[src/hdl/np_regs.vh]
`ifndef NP_REGS_VH
`define NP_REGS_VH
// Register addresses (5-bit management register numbers)
`define ADDR_EXPANSION       5'h06
`define ADDR_NP_TRANSMIT     5'h07
`define ADDR_PARTNER_NP      5'h08
// Expansion register fields
`define EXP_PAR_FAULT_BIT    4
`define EXP_PARTNER_NP_BIT   3
`define EXP_LOCAL_NP_BIT     2
`define EXP_PAGE_RX_BIT      1
`define EXP_PARTNER_AN_BIT   0
`define EXP_RESET            16'h0004
// Next-page word fields
`define NP_MORE_BIT          15
`define NP_RSVD_BIT          14
`define NP_MSG_BIT           13
`define NP_ACK2_BIT          12
`define NP_TOGGLE_BIT        11
`define NP_CODE_HI           10
`define NP_CODE_LO           0
`define NP_TX_RESET          16'h2001
`define NP_RX_RESET          16'h0000
// Writable mask of the transmit word: toggle and reserved bit excluded
`define NP_TX_WMASK          16'hB7FF
// Per-field reset values of the transmit word, then receive, expansion, flag and read-data constants and word width
`define NP_MORE_RESET        1'b0
`define NP_MSG_RESET         1'b1
`define NP_ACK2_RESET        1'b0
`define NP_TOGGLE_RESET      1'b0
`define NP_CODE_RESET        11'h001
`define NP_RSVD_ZERO         1'b0
`define NP_RX_RESET_BIT      1'b0
`define NP_WORD_WIDTH        16
`define EXP_ZERO             16'h0000
`define LOCAL_NP_ABLE        1'b1
`define FLAG_RESET           1'b0
`define RDATA_RESET          16'h0000
`endif

[src/hdl/event_latch.v]
`timescale 1ns/1ps
// Latched-until-read flag; a set in the clearing cycle wins.
module event_latch (
  input  wire clk,
  input  wire rst_n,
  input  wire set,
  input  wire clr,
  output reg  flag_q
);
  always @(posedge clk or negedge rst_n)
  begin
    if (!rst_n)
      flag_q <= 1'b0;
    else if (set)
      flag_q <= 1'b1;
    else if (clr)
      flag_q <= 1'b0;
  end
endmodule

[src/hdl/autoneg_next_page_registers.v]
`timescale 1ns/1ps
`include "np_regs.vh"
// Functional notes
// - Expansion register always reports local next-page capability as one.
// - Expansion shows partner next-page ability, zero until partner capability known.
// - Page-received flag latches high on new partner page; resets to zero.
// - Management writes more-pages, message-page and second-acknowledge transmit bits.
// - Transmit toggle bit is device-maintained, read-only, previous word toggle, resets zero.
// - Eleven-bit writable code field; transmit word resets to message-page and bit zero.
// - Partner control bits stored read-only in received register, reset zero.
// - Partner eleven-bit code field captured read-only into received register.
module autoneg_next_page_registers (
  input  wire        clk,
  input  wire        rst_n,
  input  wire [4:0]  reg_addr,
  input  wire        reg_wr,
  input  wire        reg_rd,
  input  wire [15:0] reg_wdata,
  output reg  [15:0] reg_rdata_q,
  input  wire        partner_an_able,
  input  wire        partner_ability_valid,
  input  wire        partner_np_able,
  input  wire        page_rx_strobe,
  input  wire [15:0] page_rx_word,
  input  wire        multi_tech_detect,
  input  wire        page_tx_done,
  output wire [15:0] np_tx_word
);

  reg         more_q;
  reg         msg_q;
  reg         ack2_q;
  reg         toggle_q;
  reg  [10:0] code_q;
  reg  [15:0] rx_q;
  reg         partner_np_q;
  reg         partner_an_q;
  wire        page_rx_flag;
  wire        fault_flag;
  wire        exp_read;
  wire        tx_write;
  wire        exp_sel;
  wire        tx_sel;
  wire        rx_sel;
  reg  [15:0] exp_word;
  reg  [15:0] rdata_d;

  // Register decode
  assign exp_sel  = (reg_addr == `ADDR_EXPANSION);
  assign tx_sel   = (reg_addr == `ADDR_NP_TRANSMIT);
  assign rx_sel   = (reg_addr == `ADDR_PARTNER_NP);
  assign exp_read = reg_rd && exp_sel;
  assign tx_write = reg_wr && tx_sel;

  event_latch u_page_rx (
    .clk    (clk),
    .rst_n  (rst_n),
    .set    (page_rx_strobe),
    .clr    (exp_read),
    .flag_q (page_rx_flag)
  );

  event_latch u_par_fault (
    .clk    (clk),
    .rst_n  (rst_n),
    .set    (multi_tech_detect),
    .clr    (exp_read),
    .flag_q (fault_flag)
  );

  // Partner next-page ability hidden until its ability word is valid
  always @(posedge clk or negedge rst_n)
  begin
    if (!rst_n)
    begin
      partner_np_q <= `FLAG_RESET;
    end
    else
    begin
      partner_np_q <= partner_ability_valid & partner_np_able;
    end
  end

  always @(posedge clk or negedge rst_n)
  begin
    if (!rst_n)
    begin
      partner_an_q <= `FLAG_RESET;
    end
    else
    begin
      partner_an_q <= partner_an_able;
    end
  end

  // Reserved bits read as zero
  always @*
  begin
    exp_word                      = `EXP_ZERO;
    exp_word[`EXP_PAR_FAULT_BIT]  = fault_flag;
    exp_word[`EXP_PARTNER_NP_BIT] = partner_np_q;
    exp_word[`EXP_LOCAL_NP_BIT]   = `LOCAL_NP_ABLE;
    exp_word[`EXP_PAGE_RX_BIT]    = page_rx_flag;
    exp_word[`EXP_PARTNER_AN_BIT] = partner_an_q;
  end

  // Transmit word fields other than toggle, each written only from management
  always @(posedge clk or negedge rst_n)
  begin
    if (!rst_n)
    begin
      more_q <= `NP_MORE_RESET;
    end
    else if (tx_write)
    begin
      more_q <= reg_wdata[`NP_MORE_BIT];
    end
  end

  always @(posedge clk or negedge rst_n)
  begin
    if (!rst_n)
    begin
      msg_q <= `NP_MSG_RESET;
    end
    else if (tx_write)
    begin
      msg_q <= reg_wdata[`NP_MSG_BIT];
    end
  end

  always @(posedge clk or negedge rst_n)
  begin
    if (!rst_n)
    begin
      ack2_q <= `NP_ACK2_RESET;
    end
    else if (tx_write)
    begin
      ack2_q <= reg_wdata[`NP_ACK2_BIT];
    end
  end

  // Toggle ignores writes so software cannot desync the exchange
  always @(posedge clk or negedge rst_n)
  begin
    if (!rst_n)
    begin
      toggle_q <= `NP_TOGGLE_RESET;
    end
    else if (page_tx_done)
    begin
      toggle_q <= ~toggle_q;
    end
  end

  always @(posedge clk or negedge rst_n)
  begin
    if (!rst_n)
    begin
      code_q <= `NP_CODE_RESET;
    end
    else if (tx_write)
    begin
      code_q <= reg_wdata[`NP_CODE_HI:`NP_CODE_LO];
    end
  end

  assign np_tx_word = {
    more_q,
    `NP_RSVD_ZERO,
    msg_q,
    ack2_q,
    toggle_q,
    code_q
  };

  // Received page captured per bit; reserved bit forced to zero
  genvar bit_idx;
  generate
    for (bit_idx = 0; bit_idx < `NP_WORD_WIDTH; bit_idx = bit_idx + 1)
    begin : g_rx_bit
      always @(posedge clk or negedge rst_n)
      begin
        if (!rst_n)
        begin
          rx_q[bit_idx] <= `NP_RX_RESET_BIT;
        end
        else if (page_rx_strobe)
        begin
          rx_q[bit_idx] <= (bit_idx == `NP_RSVD_BIT) ? `NP_RSVD_ZERO
                                                     : page_rx_word[bit_idx];
        end
      end
    end
  endgenerate

  // Unmapped registers read as zero
  always @*
  begin
    rdata_d = `RDATA_RESET;
    if (exp_sel)
      rdata_d = exp_word;
    if (tx_sel)
      rdata_d = np_tx_word;
    if (rx_sel)
      rdata_d = rx_q;
  end

  // Read data sampled before flags clear, so the read sees the latched event
  always @(posedge clk or negedge rst_n)
  begin
    if (!rst_n)
    begin
      reg_rdata_q <= `RDATA_RESET;
    end
    else if (reg_rd)
    begin
      reg_rdata_q <= rdata_d;
    end
  end

endmodule

[config.mk]
export PLATFORM = sky130hd
export DESIGN_NAME = autoneg_next_page_registers
export DESIGN_NICKNAME = d
export VERILOG_FILES = /design/src/hdl/event_latch.v /design/src/hdl/autoneg_next_page_registers.v
export VERILOG_INCLUDE_DIRS = /design/src /design/src/hdl
export SDC_FILE = /design/constraint.sdc
export NUM_CORES = 1
export LEC_CHECK = 0
export ABC_AREA = 0
export BUFFER_PORTS_ARGS = -buffer_cell sky130_fd_sc_hd__buf_2
export CAP_MARGIN = 20
export CORE_MARGIN = 2
export CORE_UTILIZATION = 45
export CTS_CLUSTER_SIZE = 30
export DETAILED_ROUTE_END_ITERATION = 10
export MAX_ROUTING_LAYER = met4
export PLACE_DENSITY_LB_ADDON = 0.12
export SLEW_MARGIN = 20
export SYNTH_ARGS = -nofsm -noshare
export SYNTH_HDL_FRONTEND = slang
export SYNTH_HIERARCHICAL = 1
export SYNTH_SLANG_ARGS = --single-unit
[constraint.sdc]
create_clock -name clk -period 1.3 [get_ports clk]
set_input_delay 0.195 -clock clk [delete_from_list [all_inputs] [get_ports clk]]
set_output_delay 0.195 -clock clk [all_outputs]
set_load 0.05 [all_outputs]
==> results.tsv <==
stage	metric	value	unit
outcome	outcome	complete, no violations	
sta	clock.fmax	807	MHz
yosys	synth_area_leaders	dfrtp_1, mux2_2, a221o_2, nor2b_1, buf_4	
global_route	grt_pass1_wl	7.78	mm
worst_setup_path	start_kind	flip-flop	
placement	dpl_cell_area	2530	µm²
routing	dr.pass1.iters	4	
worst_setup_path	reg2reg_to	reg_rdata_q[1]$_DFFE_PN0P_	
clocking	clk_pin_slew_worst_paths	80	ps
floorplanning	die_h	71.9	µm
routing	drt_wl_total	4.62	mm
placement	portBuffers	73	
worst_setup_path	cp_max_fo	3	
worst_setup_path	reg2reg_slack	160	ps
global_route	grt_pass1_vias	1614	
yosys	post-synth-top-area-fraction	0.568	
clocking	clkLatencyLatePin	290	ps
worst_hold_path	hp-class	primary input to flip-flop	
worst_setup_path	path_depth	1	
clocking	cts_buffer_depth	2	
sta	setup_slack	61.2	ps
layout	fillers	373	
worst_setup_path	slowest_stage	dfstp_2	
worst_setup_path	worstSetupPathType	flip-flop to primary output	
worst_setup_path	cp_slowest_stage_delay	550	ps
sta	rsz0062_at_grt	false	
sta	fin_skew	3.27	ps
sta	worst_hold_slack	72.0	ps
layout	ff_latch_area	1230	µm²
yosys	yosysTopAreaCell	dfrtp_1	
routing	avgRoutedWirePerCell	17.0	µm
worst_setup_path	timing.critical_path.cells	buf_4	
placement	place_congestion	0.720	
worst_setup_path	critPathTopFamily	flip-flops	
worst_hold_path	hold_depth	2	
clocking	cts_tree	built	
sta	setup_viol	0	
pwr	peakVddDrop	984	µV
clocking	cts_root_buf	clkbuf_8	
layout	nets	266	
clocking	htree_levels	2	
layout	multi_input_area	764	µm²
pwr	power	3.98	mW
layout	area_growth_syn_to_layout	29.6	%
global_route	grt_antenna_before_repair	0	
yosys	synth-seq-area-share	0.593	
yosys	synth.avg_cell_area	14.6	µm²
yosys	ys_types	20	
placement	place_hpwl	3.35	mm
floorplanning	start_util	0.473	
worst_setup_path	critPathLaunch	msg_q$_DFFE_PN1P_	
yosys	yosysWarningCount	6	
routing	drt.antenna.violating_nets	0	
global_route	grt_max_degree	21	
layout	drive_gt1_frac	0.664	
worst_setup_path	endpoint	np_tx_word[13]	
worst_setup_path	arrival	1040	ps
worst_setup_path	required	1110	ps
job	cap_viol_max_count	0	
worst_setup_path	end_kind	primary output	
floorplanning	io_pins	79	
sta	slew_violations	0	
worst_setup_path	rr_worst_depth	2	
clocking	cts_made_buffers	5	
routing	routed_via_density	5.36	
sta	finalCriticalPeriod	1240	ps
yosys	syn-cell-area	2070	µm²
layout	design_area	2690	µm²
yosys	ys_seq_elements	49	
sta	hold_violations	0	
floorplanning	die_w	71.9	µm
floorplanning	dieArea	5160	µm²
pwr	power_density	1480	nW/µm²
global_route	grt_usage	0.204	
clocking	clock-sinks	49	
pwr	p_leak	1.35	nW
routing	dr_total_vias	1458	
layout	antennaDiodeCount	0	
worst_setup_path	critical_path_buf_inv_count	1	
routing	drc	0	
yosys	synthCells	142	
floorplanning	num_rows	24	
clocking	cts_setup_buffers	0	
sta	fin_crit_sh	0.953	
floorplanning	core-area	4380	µm²
placement	place_ws	-190	ps
sta	finalSetupTns	0	ps
global_route	grt-ovfl-total	0	
worst_setup_path	reg2reg_from	code_q[1]$_DFFE_PN0P_	
routing	drt_iter0_markers	51	
## power by group
group,internal [mW],switching [mW]
Clock,0.764,0.494
Combinational,0.311,0.600
Sequential,1.70,0.112
## area by class of cell
type                            instances  share of cell area
Timing Repair Buffer                   84               0.180
Sequential cell                        49               0.459
Multi-Input combinational cell         77               0.285
Inverter                                2             0.00280
Tap cell                               52              0.0242
Clock buffer                            5              0.0256
Clock inverter                          3              0.0242
## worst min path at each step
| stage | startpoint | endpoint |
|---|---|---|
| final | page_tx_done | toggle_q$_DFFE_PN0P_ |
| after global routing | page_tx_done | toggle_q$_DFFE_PN0P_ |
| after CTS | page_tx_done | toggle_q$_DFFE_PN0P_ |
| after detailed placement | rst_n | more_q$_DFFE_PN0P_ |
| after global placement | rst_n | more_q$_DFFE_PN0P_ |
| after floorplan | rst_n | ack2_q$_DFFE_PN0P_ |
## metrics by stage
step / util / instances
after floorplan: - / 143
after global placement: 0.576 / 262
after detailed placement: 0.576 / 262
after CTS: 0.612 / 272
after global routing: 0.612 / 272
final: 0.612 / 272
## cell usage in the layout (no fill, tap or decap), types with 3 or more instances in the layout
cell      count
buf_4         9
a221o_2      15
mux2_2       30
buf_2        71
nor2b_1      16
mux2_4        3
dfrtp_1      45
clkbuf_8      5
## metal layers
layer | track usage | vias up | share of wire
met1 | 0.245 | 731 | 0.41
li1 | - | 656 | -
met4 | 0.0524 | 0 | 0.012
met3 | 0.0605 | 10 | 0.065
met2 | 0.337 | 61 | 0.51
met5 | - | - | 0
## registers in the layout (all words and copies together), names as in the netlist
name and count:
u_page_rx/flag_q 1, u_par_fault/flag_q 1, partner_an_q 1, rx_q 15, more_q 1, msg_q 1
ack2_q 1, toggle_q 1, reg_rdata_q 15, partner_np_q 1, code_q 11
## synthesized netlist by cell type
master    number
buf_4          7
dfrtp_1       47
dfstp_2        2
mux2_2        33
and4bb_2       1
nor3b_4        1
conb_1         1
buf_6          1
nand2b_1       1
and2_1         1
a221o_2       15
buf_2          1
and3_1         2
or4b_4         1
and2_0         1
inv_1          2
nor2b_1       16
a21o_1         2
xor2_1         1
clkbuf_1       6
## worst register-to-register path: stages (launching register included)
cell and delay [ps]:
dfrtp_2 420, mux2_2 270, a221o_2 340
## kinds of logic (layout without fill, tap and decap cells)
family                 count (synthesis)  after routing  synth area share
buffers and inverters                 17             94            0.0477
flip-flops                            49             49             0.593
XOR/XNOR                               1              1           0.00423
AND/OR/NAND/NOR                       24             24            0.0852
other                                  1              2           0.00181
multiplexers                          33             33             0.179
AO/OA/AOI/OAI                         17             17            0.0888
## repair_timing
item,4_1_cts,5_1_grt
endpoints found under the setup margin,2,0
gates resized for setup,2,0
hold endpoints to repair,13,0
hold buffers,2,0
(Power assumes the default switching activity.)
